**config.mk**
```make
export PLATFORM = sky130hd
export DESIGN_NAME = lcer_regs
export DESIGN_NICKNAME = d
export VERILOG_FILES = /design/src/rtl/lcer_pkg.sv /design/src/rtl/lcer_evt_if.sv /design/src/rtl/lcer_link_sampler.sv /design/src/rtl/lcer_regs.sv
export SDC_FILE = /design/constraint.sdc
export NUM_CORES = 1
export LEC_CHECK = 0
export BUFFER_PORTS_ARGS = -buffer_cell sky130_fd_sc_hd__buf_4
export CAP_MARGIN = 0
export CORE_MARGIN = 2
export CORE_UTILIZATION = 50
export CTS_BUF_LIST = sky130_fd_sc_hd__clkbuf_2
export DETAILED_ROUTE_END_ITERATION = 8
export PLACE_DENSITY = 0.77
export SYNTH_ARGS = -nofsm -noshare
export SYNTH_HDL_FRONTEND = slang
export SYNTH_SLANG_ARGS = --single-unit
```
**constraint.sdc**
```tcl
create_clock -name ref_clk -period 1.9 [get_ports ref_clk]
set_input_delay 0.38 -clock ref_clk [delete_from_list [all_inputs] [get_ports ref_clk]]
set_output_delay 0.38 -clock ref_clk [all_outputs]
set_load 0.02 [all_outputs]
```
**src/rtl/lcer_pkg.sv**
```systemverilog
`default_nettype none

package lcer_pkg;

   // ----------------------------------------
   // bus geometry
   // ----------------------------------------
   localparam int unsigned LCER_ADDR_W = 8;
   localparam int unsigned LCER_DATA_W = 16;

   // ----------------------------------------
   // register offsets
   // ----------------------------------------
   localparam logic [7:0] LCER_OFF_RATE_MASK = 8'h0a;
   localparam logic [7:0] LCER_OFF_FEATURES = 8'h0c;
   localparam logic [7:0] LCER_OFF_SCRATCH = 8'h10;
   localparam logic [7:0] LCER_OFF_LINK_ERR = 8'h11;
   localparam logic [7:0] LCER_OFF_ERR_ROUTE = 8'h12;

   // ----------------------------------------
   // feature flag positions and widths
   // ----------------------------------------
   localparam int unsigned LCER_FEAT_HOST_W = 16;
   localparam int unsigned LCER_FEAT_DEV_W = 8;
   localparam int unsigned LCER_FEAT_ISOC = 0;
   localparam int unsigned LCER_FEAT_STOP = 1;
   localparam int unsigned LCER_FEAT_CRC_TEST = 2;
   localparam int unsigned LCER_FEAT_LONG_CTL = 3;
   localparam int unsigned LCER_FEAT_ADDR64 = 4;
   localparam int unsigned LCER_FEAT_UNIT_ORDER = 5;
   localparam int unsigned LCER_FEAT_SRC_TAG = 6;
   localparam int unsigned LCER_FEAT_EXT_REGS = 8;
   localparam int unsigned LCER_FEAT_UPCFG = 9;

   // ----------------------------------------
   // rate mask positions
   // ----------------------------------------
   localparam int unsigned LCER_RATE_BASE = 0;
   localparam int unsigned LCER_RATE_VENDOR = 15;

   // ----------------------------------------
   // error routing and link error positions
   // ----------------------------------------
   localparam int unsigned LCER_ER_PROT_FLOOD = 0;
   localparam int unsigned LCER_ER_OVF_FLOOD = 1;
   localparam int unsigned LCER_ER_PROT_FATAL = 2;
   localparam int unsigned LCER_ER_CHAIN_FAIL = 8;
   localparam int unsigned LCER_LE_PROT = 4;
   localparam int unsigned LCER_LE_OVF = 5;

   // ----------------------------------------
   // reset values
   // ----------------------------------------
   localparam logic [15:0] LCER_SCRATCH_RST = 16'h0000;
   localparam logic [15:0] LCER_ZERO16 = 16'h0000;
   localparam logic LCER_UPCFG_RST = 1'b1;
   localparam logic LCER_WARM_BIT_RST = 1'b0;

   // ----------------------------------------
   // modes and states
   // ----------------------------------------
   typedef enum logic [1:0] {
      LCER_ORDER_RW = 2'h0,
      LCER_ORDER_FIXED = 2'h1,
      LCER_ORDER_LEGACY = 2'h2
   } lcer_order_mode_t;

   typedef enum logic [1:0] {
      LCER_FL_IDLE = 2'b01,
      LCER_FL_FLOOD = 2'b10
   } lcer_flood_state_t;

endpackage : lcer_pkg

`default_nettype wire

```
**src/rtl/lcer_evt_if.sv**
```systemverilog
`default_nettype none

interface lcer_evt_if;
   // one-cycle pulses on ref_clk, one per link clock rising edge that saw the error
   logic prot_evt;
   logic ovf_evt;

   modport src (output prot_evt, output ovf_evt);
   modport dst (input prot_evt, input ovf_evt);
endinterface : lcer_evt_if

`default_nettype wire

```
**src/rtl/lcer_link_sampler.sv**
```systemverilog
`default_nettype none

module lcer_link_sampler (
   input wire logic ref_clk,
   input wire logic rst,
   input wire logic link_clk,
   input wire logic link_prot_err,
   input wire logic link_ovf_err,
   lcer_evt_if.src evt
);

   // ----------------------------------------
   // two-flop synchronisers
   // ----------------------------------------
   // the first stage feeds only the second; edges are found one stage later
   logic [2:0] meta_q, meta_d;
   logic [2:0] sync_q, sync_d;
   logic clk_dly_q, clk_dly_d;
   logic prot_evt_q, prot_evt_d;
   logic ovf_evt_q, ovf_evt_d;
   logic rise;

   always_comb begin
      meta_d = {link_ovf_err, link_prot_err, link_clk};
      sync_d = meta_q;
      clk_dly_d = sync_q[0];
      rise = sync_q[0] & ~clk_dly_q;
      // errors are taken at the link clock rising edge, same latency as the clock path
      prot_evt_d = rise & sync_q[1];
      ovf_evt_d = rise & sync_q[2];
   end

   always_ff @(posedge ref_clk) begin
      if (rst) begin
         meta_q <= 3'h0;
         sync_q <= 3'h0;
         clk_dly_q <= 1'b0;
         prot_evt_q <= 1'b0;
         ovf_evt_q <= 1'b0;
      end else begin
         meta_q <= meta_d;
         sync_q <= sync_d;
         clk_dly_q <= clk_dly_d;
         prot_evt_q <= prot_evt_d;
         ovf_evt_q <= ovf_evt_d;
      end
   end

   assign evt.prot_evt = prot_evt_q;
   assign evt.ovf_evt = ovf_evt_q;

endmodule : lcer_link_sampler

`default_nettype wire

```
**src/rtl/lcer_regs.sv**
```systemverilog
// Function
// - rate support mask is 16 read-only bits, bit N means rate code N supported.
// - rate mask bit 0 always reads 1, base rate is mandatory.
// - rate mask bit 15 set means vendor-defined rates are available.
// - feature register is 16 bits in hosts, 8 bits elsewhere, undefined bits reserved.
// - feature bit 0 read-only, isochronous flow control capable.
// - feature bit 1 read-only, link stop and disconnect supported.
// - feature bit 2 read-only, CRC testing mode supported.
// - feature bit 3 read-only, long control lane hold needed; peer must honour it.
// - feature bit 4 read-only, address extension doublewords accepted and forwarded.
// - feature bit 5 read-write, warm reset clears, keeps unit identifiers ordered together.
// - fixed-order devices hardwire bit 5 to 1; legacy devices read it as 0.
// - feature bit 6 read-only, source tag extension received and forwarded.
// - feature bit 8 read-only in hosts shows extended registers exist.
// - feature bit 9 read-write, warm reset sets; clear rejects upstream config requests.
// - enumeration scratch is read-write, cleared by cold reset.
// - unchecked error conditions hardwire their log and routing bits to 0.
// - routing bit 0 floods link on logged protocol error, slaves also need system error enable.
// - routing bit 1 floods link on logged overflow error, same enable condition.
// - secondary chain reset does not clear flood enables.
// - routing bit 2 raises fatal interrupt on logged protocol error; absent interrupt hardwires 0.
// - protocol and overflow logs set on detection, cleared by read and cold reset.
// - chain fail sets on flooding or flood error; only chain reset clears it. Here warm reset clears it too.
//
// The address-and-strobe port was decided locally.
`default_nettype none

module lcer_regs
   import lcer_pkg::*;
#(
   parameter bit IS_HOST = 1'b0,
   parameter bit IS_SLAVE = 1'b1,
   parameter logic [15:0] RATE_MASK = 16'h0001,
   parameter bit CAP_ISOC = 1'b0,
   parameter bit CAP_STOP = 1'b0,
   parameter bit CAP_CRC_TEST = 1'b0,
   parameter bit CAP_LONG_CTL = 1'b0,
   parameter bit CAP_ADDR64 = 1'b0,
   parameter bit CAP_SRC_TAG = 1'b0,
   parameter bit HOST_EXT_REGS = 1'b1,
   parameter bit HOST_UPCFG_ZERO = 1'b0,
   parameter lcer_order_mode_t ORDER_MODE = LCER_ORDER_RW,
   parameter bit CHECKS_PROT = 1'b1,
   parameter bit CHECKS_OVF = 1'b1,
   parameter bit HAS_FATAL_IRQ = 1'b1
) (
   input wire logic ref_clk,
   input wire logic rst,
   input wire logic warm_rst,
   input wire logic chain_rst,
   input wire logic sys_err_en,
   input wire logic link_clk,
   input wire logic link_prot_err,
   input wire logic link_ovf_err,
   input wire logic [LCER_ADDR_W-1:0] reg_addr,
   input wire logic [LCER_DATA_W-1:0] reg_wdata,
   input wire logic reg_wr,
   input wire logic reg_rd,
   output logic [LCER_DATA_W-1:0] reg_rdata_q,
   input wire logic upstream_cfg_req,
   output logic upstream_cfg_reject_q,
   output logic unit_order_together_q,
   output logic sync_flood_q,
   output logic fatal_err_irq_q,
   output logic chain_fail_q
);

   // ----------------------------------------
   // structural constants
   // ----------------------------------------
   // extended registers always exist outside hosts
   localparam bit EXT_PRESENT = !IS_HOST || HOST_EXT_REGS;
   localparam bit UPCFG_RW = IS_HOST && !HOST_UPCFG_ZERO;
   localparam int unsigned FEAT_W = IS_HOST ? LCER_FEAT_HOST_W : LCER_FEAT_DEV_W;
   localparam bit PROT_OK = CHECKS_PROT;
   localparam bit OVF_OK = CHECKS_OVF;
   localparam bit FATAL_OK = CHECKS_PROT && HAS_FATAL_IRQ;
   // without a fatal interrupt line the fatal enable is tied low and reads as zero

   // ----------------------------------------
   // link error events
   // ----------------------------------------
   lcer_evt_if evt ();

   lcer_link_sampler u_sampler (
      .ref_clk(ref_clk),
      .rst(rst),
      .link_clk(link_clk),
      .link_prot_err(link_prot_err),
      .link_ovf_err(link_ovf_err),
      .evt(evt.src)
   );

   // ----------------------------------------
   // access decode
   // ----------------------------------------
   logic wr_feat, wr_scratch, wr_route, rd_link_err;
   // writes to offsets a host has not built are dropped, reads of them return zero

   always_comb begin
      wr_feat = reg_wr && (reg_addr == LCER_OFF_FEATURES);
      wr_scratch = reg_wr && (reg_addr == LCER_OFF_SCRATCH) && EXT_PRESENT;
      wr_route = reg_wr && (reg_addr == LCER_OFF_ERR_ROUTE) && EXT_PRESENT;
      rd_link_err = reg_rd && (reg_addr == LCER_OFF_LINK_ERR);
   end

   // ----------------------------------------
   // warm-reset control bits
   // ----------------------------------------
   // chain_rst is deliberately absent here, so flooding can come back after it
   logic order_q, order_d;
   logic upcfg_q, upcfg_d;
   logic prot_flood_q, prot_flood_d;
   logic ovf_flood_q, ovf_flood_d;
   logic prot_fatal_q, prot_fatal_d;

   always_comb begin
      order_d = order_q;
      upcfg_d = upcfg_q;
      prot_flood_d = prot_flood_q;
      ovf_flood_d = ovf_flood_q;
      prot_fatal_d = prot_fatal_q;
      if (warm_rst) begin
         order_d = LCER_WARM_BIT_RST;
         upcfg_d = LCER_UPCFG_RST;
         prot_flood_d = LCER_WARM_BIT_RST;
         ovf_flood_d = LCER_WARM_BIT_RST;
         prot_fatal_d = LCER_WARM_BIT_RST;
      end else begin
         if (wr_feat) begin
            // read-only capability bits take no part in a write
            order_d = reg_wdata[LCER_FEAT_UNIT_ORDER];
            upcfg_d = reg_wdata[LCER_FEAT_UPCFG];
         end
         if (wr_route) begin
            prot_flood_d = reg_wdata[LCER_ER_PROT_FLOOD];
            ovf_flood_d = reg_wdata[LCER_ER_OVF_FLOOD];
            prot_fatal_d = reg_wdata[LCER_ER_PROT_FATAL];
         end
      end
   end

   always_ff @(posedge ref_clk) begin
      if (rst) begin
         order_q <= LCER_WARM_BIT_RST;
         upcfg_q <= LCER_UPCFG_RST;
         prot_flood_q <= LCER_WARM_BIT_RST;
         ovf_flood_q <= LCER_WARM_BIT_RST;
         prot_fatal_q <= LCER_WARM_BIT_RST;
      end else begin
         order_q <= order_d;
         upcfg_q <= upcfg_d;
         prot_flood_q <= prot_flood_d;
         ovf_flood_q <= ovf_flood_d;
         prot_fatal_q <= prot_fatal_d;
      end
   end

   // ----------------------------------------
   // effective bit values
   // ----------------------------------------
   logic order_eff, upcfg_eff, prot_flood_eff, ovf_flood_eff, prot_fatal_eff;
   // hardwired bits read back as zero, except bit 5 in fixed-order mode reads 1, so software sees what the logic really does

   always_comb begin
      unique case (ORDER_MODE)
         LCER_ORDER_RW: order_eff = order_q;
         LCER_ORDER_FIXED: order_eff = 1'b1;
         LCER_ORDER_LEGACY: order_eff = 1'b0;
         default: order_eff = 1'b0;
      endcase
      // non-host devices have no enable bit and always serve upstream config
      upcfg_eff = IS_HOST ? (UPCFG_RW && upcfg_q) : 1'b1;
      prot_flood_eff = PROT_OK && EXT_PRESENT && prot_flood_q;
      ovf_flood_eff = OVF_OK && EXT_PRESENT && ovf_flood_q;
      prot_fatal_eff = FATAL_OK && EXT_PRESENT && prot_fatal_q;
   end

   // ----------------------------------------
   // cold-reset storage: scratch and logs
   // ----------------------------------------
   logic [15:0] scratch_q, scratch_d;
   logic prot_log_q, prot_log_d;
   logic ovf_log_q, ovf_log_d;
   // warm reset leaves scratch and both logs alone, software must read to clear

   always_comb begin
      scratch_d = scratch_q;
      if (wr_scratch) begin
         scratch_d = reg_wdata;
      end
      // a detection in the cycle of the clearing read wins over the clear
      prot_log_d = prot_log_q;
      if (rd_link_err) begin
         prot_log_d = 1'b0;
      end
      if (evt.prot_evt && PROT_OK) begin
         prot_log_d = 1'b1;
      end
      ovf_log_d = ovf_log_q;
      if (rd_link_err) begin
         ovf_log_d = 1'b0;
      end
      if (evt.ovf_evt && OVF_OK) begin
         ovf_log_d = 1'b1;
      end
   end

   always_ff @(posedge ref_clk) begin
      if (rst) begin
         scratch_q <= LCER_SCRATCH_RST;
         prot_log_q <= 1'b0;
         ovf_log_q <= 1'b0;
      end else begin
         scratch_q <= scratch_d;
         prot_log_q <= prot_log_d;
         ovf_log_q <= ovf_log_d;
      end
   end

   // ----------------------------------------
   // sync flood and chain fail
   // ----------------------------------------
   // once flooding starts it lasts until a chain reset or a warm reset
   lcer_flood_state_t fl_q, fl_d;
   logic flood_err, flood_gate;
   logic chain_fail_d, flood_d;
   // a chain reset beats a flood error in the same cycle; the error re-arms one cycle later

   always_comb begin
      flood_gate = IS_SLAVE ? sys_err_en : 1'b1;
      flood_err = flood_gate && ((prot_flood_eff && prot_log_q) || (ovf_flood_eff && ovf_log_q));
      fl_d = fl_q;
      unique case (fl_q)
         LCER_FL_IDLE: begin
            if (flood_err && !chain_rst && !warm_rst) begin
               fl_d = LCER_FL_FLOOD;
            end
         end
         LCER_FL_FLOOD: begin
            if (chain_rst || warm_rst) begin
               fl_d = LCER_FL_IDLE;
            end
         end
         default: fl_d = LCER_FL_IDLE;
      endcase
      flood_d = (fl_d == LCER_FL_FLOOD);
      chain_fail_d = chain_fail_q;
      if (chain_rst || warm_rst) begin
         chain_fail_d = 1'b0;
      end else if (flood_err || fl_q == LCER_FL_FLOOD) begin
         chain_fail_d = 1'b1;
      end
   end

   always_ff @(posedge ref_clk) begin
      if (rst) begin
         fl_q <= LCER_FL_IDLE;
         sync_flood_q <= 1'b0;
         chain_fail_q <= 1'b0;
      end else begin
         fl_q <= fl_d;
         sync_flood_q <= flood_d;
         chain_fail_q <= chain_fail_d;
      end
   end

   // ----------------------------------------
   // side outputs
   // ----------------------------------------
   logic fatal_d, reject_d;
   // fatal follows the log's next value, so it rises together with the log

   always_comb begin
      fatal_d = prot_fatal_eff && prot_log_d;
      reject_d = upstream_cfg_req && !upcfg_eff;
   end

   always_ff @(posedge ref_clk) begin
      if (rst) begin
         fatal_err_irq_q <= 1'b0;
         upstream_cfg_reject_q <= 1'b0;
         unit_order_together_q <= 1'b0;
      end else begin
         fatal_err_irq_q <= fatal_d;
         upstream_cfg_reject_q <= reject_d;
         unit_order_together_q <= order_eff;
      end
   end

   // ----------------------------------------
   // read path
   // ----------------------------------------
   logic [15:0] rate_val, feat_val, route_val, lerr_val, rdata_d;
   // bit 0 of the rate mask is forced, so a bad parameter cannot hide the base rate
   // the link error byte is returned as a whole word; only bits 5 and 4 are live

   always_comb begin
      rate_val = RATE_MASK;
      rate_val[LCER_RATE_BASE] = 1'b1;
      feat_val = LCER_ZERO16;
      feat_val[LCER_FEAT_ISOC] = CAP_ISOC;
      feat_val[LCER_FEAT_STOP] = CAP_STOP;
      feat_val[LCER_FEAT_CRC_TEST] = CAP_CRC_TEST;
      feat_val[LCER_FEAT_LONG_CTL] = CAP_LONG_CTL;
      feat_val[LCER_FEAT_ADDR64] = CAP_ADDR64;
      feat_val[LCER_FEAT_UNIT_ORDER] = order_eff;
      feat_val[LCER_FEAT_SRC_TAG] = CAP_SRC_TAG;
      if (FEAT_W > LCER_FEAT_DEV_W) begin
         feat_val[LCER_FEAT_EXT_REGS] = HOST_EXT_REGS;
         feat_val[LCER_FEAT_UPCFG] = UPCFG_RW && upcfg_q;
      end
      route_val = LCER_ZERO16;
      route_val[LCER_ER_PROT_FLOOD] = prot_flood_eff;
      route_val[LCER_ER_OVF_FLOOD] = ovf_flood_eff;
      route_val[LCER_ER_PROT_FATAL] = prot_fatal_eff;
      route_val[LCER_ER_CHAIN_FAIL] = chain_fail_q;
      lerr_val = LCER_ZERO16;
      lerr_val[LCER_LE_PROT] = prot_log_q;
      lerr_val[LCER_LE_OVF] = ovf_log_q;
      rdata_d = LCER_ZERO16;
      if (reg_rd) begin
         unique case (reg_addr)
            LCER_OFF_RATE_MASK: rdata_d = rate_val;
            LCER_OFF_FEATURES: rdata_d = feat_val;
            LCER_OFF_SCRATCH: rdata_d = EXT_PRESENT ? scratch_q : LCER_ZERO16;
            LCER_OFF_LINK_ERR: rdata_d = lerr_val;
            LCER_OFF_ERR_ROUTE: rdata_d = EXT_PRESENT ? route_val : LCER_ZERO16;
            // unmapped offsets read as zero
            default: rdata_d = LCER_ZERO16;
         endcase
      end
   end

   always_ff @(posedge ref_clk) begin
      if (rst) begin
         reg_rdata_q <= LCER_ZERO16;
      end else begin
         reg_rdata_q <= rdata_d;
      end
   end

endmodule : lcer_regs

`default_nettype wire

```
==> metrics <==
Period Utilization, post-route=between 70 and 80%; pwr dens=roughly 730 nW/um^2; post-CTS sizing=0; Setup crit end kind=flip-flop; worst-path fanout max=4; Tot GR Track Use=18.3%; slowest CP cell=dfxtp_1; RePlAce Congestion=roughly 0.80; WL final=between 3 and 4 mm; Multi-input gate area=approximately 830 um^2; worst ir drop on vdd=between 0.5 and 0.6 mV; yosys synthesis warning count=0; io pins=between 50 and 60; Inst Count DP=about 280; area growth from synthesis to layout=26.2%; Root Buffer=clkbuf_2; Worst Path Buf+Inv=1; layout cells sized above 1=approximately 29%; Vias per Instance=slightly above 5; Cell Area, Placed=between 2000 and 2500 um^2; dpl hpwl=about 2.6 mm; post-CTS setup buffers=0; critical-path cell list=inv_1 -> ha_1 -> a21oi_1 -> nand2_1 -> a31oi_1 -> and2_1; Hold Path Class=input port to flip-flop; Diodes inserted=0; min Tclk post-route=1.38 ns; fmax=approximately 0.72 GHz; post-synthesis cell count=around 180; Clock Path Buffers=2; Die Area=roughly 4400 um^2; final net count=277; Top delay family on crit path=flip-flops; syn_nets=about 220; Slew Limit Fails=0; fin cells=slightly below 300; final hold violations=0; vias in the first global route=about 1400; Yosys top cell area share=between 50% and 60%; nature of the critical path startpoint=flip-flop; CTS HTree Levels=2; largest net degree at the start of global routing=20; Synth Cell Area=1950 um^2; Storage cell area=1060 um^2; ANT nets after route=0; CTS tree=built; global route overflow=0; leak pwr=1.17 nW; RSZ-0062 raised after global routing=false; Final Skew=a little under 0.008 ns; site row count=22; CTS Buf Count=5; die height=between 60 and 70 um; Filler Cells Inserted=roughly 330; outcome=finished clean; Post-CTS Hold Buffers=0; post-route setup slack=approximately 0.52 ns; Synth cell types=41; Pre-antenna DRT Iters=4; CP required=roughly 2.3 ns; arrival time worst endpoint=around 1.8 ns; core area=3690 um^2; CTS Sinks=53; dpl ws=between 0.15 and 0.2 ns; # DRC=0; Horiz. Die Dim=between 60 and 70 um; routed vias=1479; initial antenna violation count=0; Synth Area per Inst=about 11 um^2; WS Path Type=flip-flop to flip-flop; synthesized flop and latch total=53; initial core utilization=between 50 and 60%; sequential element share of the synthesized area=a little over half; endpoints failing setup=0; Starting DRT DRC Count=100; setup TNS=0 ns; design area=2460 um^2; first-pass GRT wire length=just over 6 mm; Clock Pin Slew Worst Setup and Hold Paths=about 0.24 ns; ranking of synthesized cells by area=dfxtp_1 55%, mux2i_1 12%, nor2_1 4.6%; max incr delay on CP=0.44 ns; clock latency on the worst-skew pair=a little over 0.4 ns; max-cap check violation count=0; WL/cell=roughly 13 um; post-synth top area cell=dfxtp_1; port bufs=between 50 and 60
[metal layers]
metal  global-route usage [%]  routed length, um
met5                        0                  0
met4                     7.14                 43
met3                     5.11                250
met2                     29.8               1700
met1                     22.8               1640
[power breakdown]
group	switching (mW)	leakage (nW)	internal [mW]
Combinational	0.0511	0.705	0.0619
Sequential	0.00168	0.428	1.12
Clock	0.335	0.0366	0.217
Total	0.387	1.17	1.40
[layout make-up]
class | instances | area share (%)
Tap cell | 48 | 2.45
Sequential cell | 53 | 43.2
Multi-Input combinational cell | 121 | 33.9
Timing Repair Buffer | 57 | 17.4
Clock buffer | 5 | 1.02
Inverter | 2 | 0.306
Clock inverter | 3 | 1.68
[path summary, 6_finish.rpt]
kind | start | endpoint | slack (ns) | cells past startpoint
max | fl_q[0] | sync_flood_q | 0.52 | 6
min | chain_rst | chain_fail_q | 0.11 | 2
max reg2reg | fl_q[0] | sync_flood_q | 0.52 | 6
min reg2reg | u_sampler.meta_q[2] | u_sampler.sync_q[2] | 0.46 | 1
[kinds of logic (layout without fill, tap and decap cells)]
family,after synthesis,count (layout),share of synthesized area [%]
simple gates,78,78,23.5
flops,53,53,54.5
fa+ha+maj,2,2,1.29
other cells,1,1,0.193
compound gates,16,16,5.47
buf+inv,10,67,2.64
mux,24,24,12.3
[registers in the layout, indices dropped and copies added (netlist names)]
name	flops
u_sampler.evt.prot_evt	1
unit_order_together_q	1
u_sampler.evt.ovf_evt	1
reg_rdata_q	16
prot_log_q	1
chain_fail_q	1
prot_flood_eff	1
ovf_flood_eff	1
fl_q	2
ovf_log_q	1
order_eff	1
sync_flood_q	1
u_sampler.clk_dly_q	1
u_sampler.meta_q	3
fatal_err_irq_q	1
u_sampler.sync_q	3
scratch_q	16
prot_fatal_eff	1
[cell usage in the layout (no fill, tap or decap), types with 2 or more instances in the layout]
cell / netlist / layout
a21oi_1: 6 / 6
and2_1: 11 / 11
and3b_1: 2 / 2
buf_4: 1 / 57
clkbuf_2: 0 / 5
dfxtp_1: 53 / 53
ha_1: 2 / 2
inv_1: 2 / 2
mux2i_1: 24 / 24
nand2_1: 5 / 5
nand2b_1: 2 / 2
nand3_1: 3 / 3
nand4_1: 3 / 3
nor2_1: 24 / 24
nor2b_1: 9 / 9
nor3_1: 5 / 5
nor4_1: 2 / 2
nor4_2: 2 / 2
[cell usage after synthesis]
library cell	n
nand3b_1	1
nor2_1	24
and3b_1	2
or4_4	1
a21oi_1	6
a211oi_1	1
nand2_1	5
or3_1	1
nand2b_1	2
and4b_1	1
o21ai_1	1
nor3_1	5
o21a_1	1
nor2b_1	9
o22ai_1	1
nor4bb_1	1
nand4_1	3
dfxtp_1	53
clkbuf_1	4
conb_1	1
nand4b_1	1
inv_1	2
mux2i_1	24
nor4_1	2
o21ai_0	1
nand3_1	3
ha_1	2
buf_6	1
nand4bb_1	1
a211oi_2	1
a22o_1	1
nor3b_4	1
o31a_1	1
nor4_2	2
a31oi_1	1
buf_4	1
buf_2	2
nor3b_1	1
a211o_1	1
and2_1	11
nor2_2	1
[stage by stage]
stage	util, %	total power [mW]	hold slack, ns
detailed placement	64.8	1.26	0.420
global placement	64.8	1.26	0.420
global route	66.6	1.87	0.0469
floorplan	-	1.19	0.413
finish	66.6	1.79	0.106
CTS	66.6	1.81	0.0707
Power figures use the tool's default switching activity.
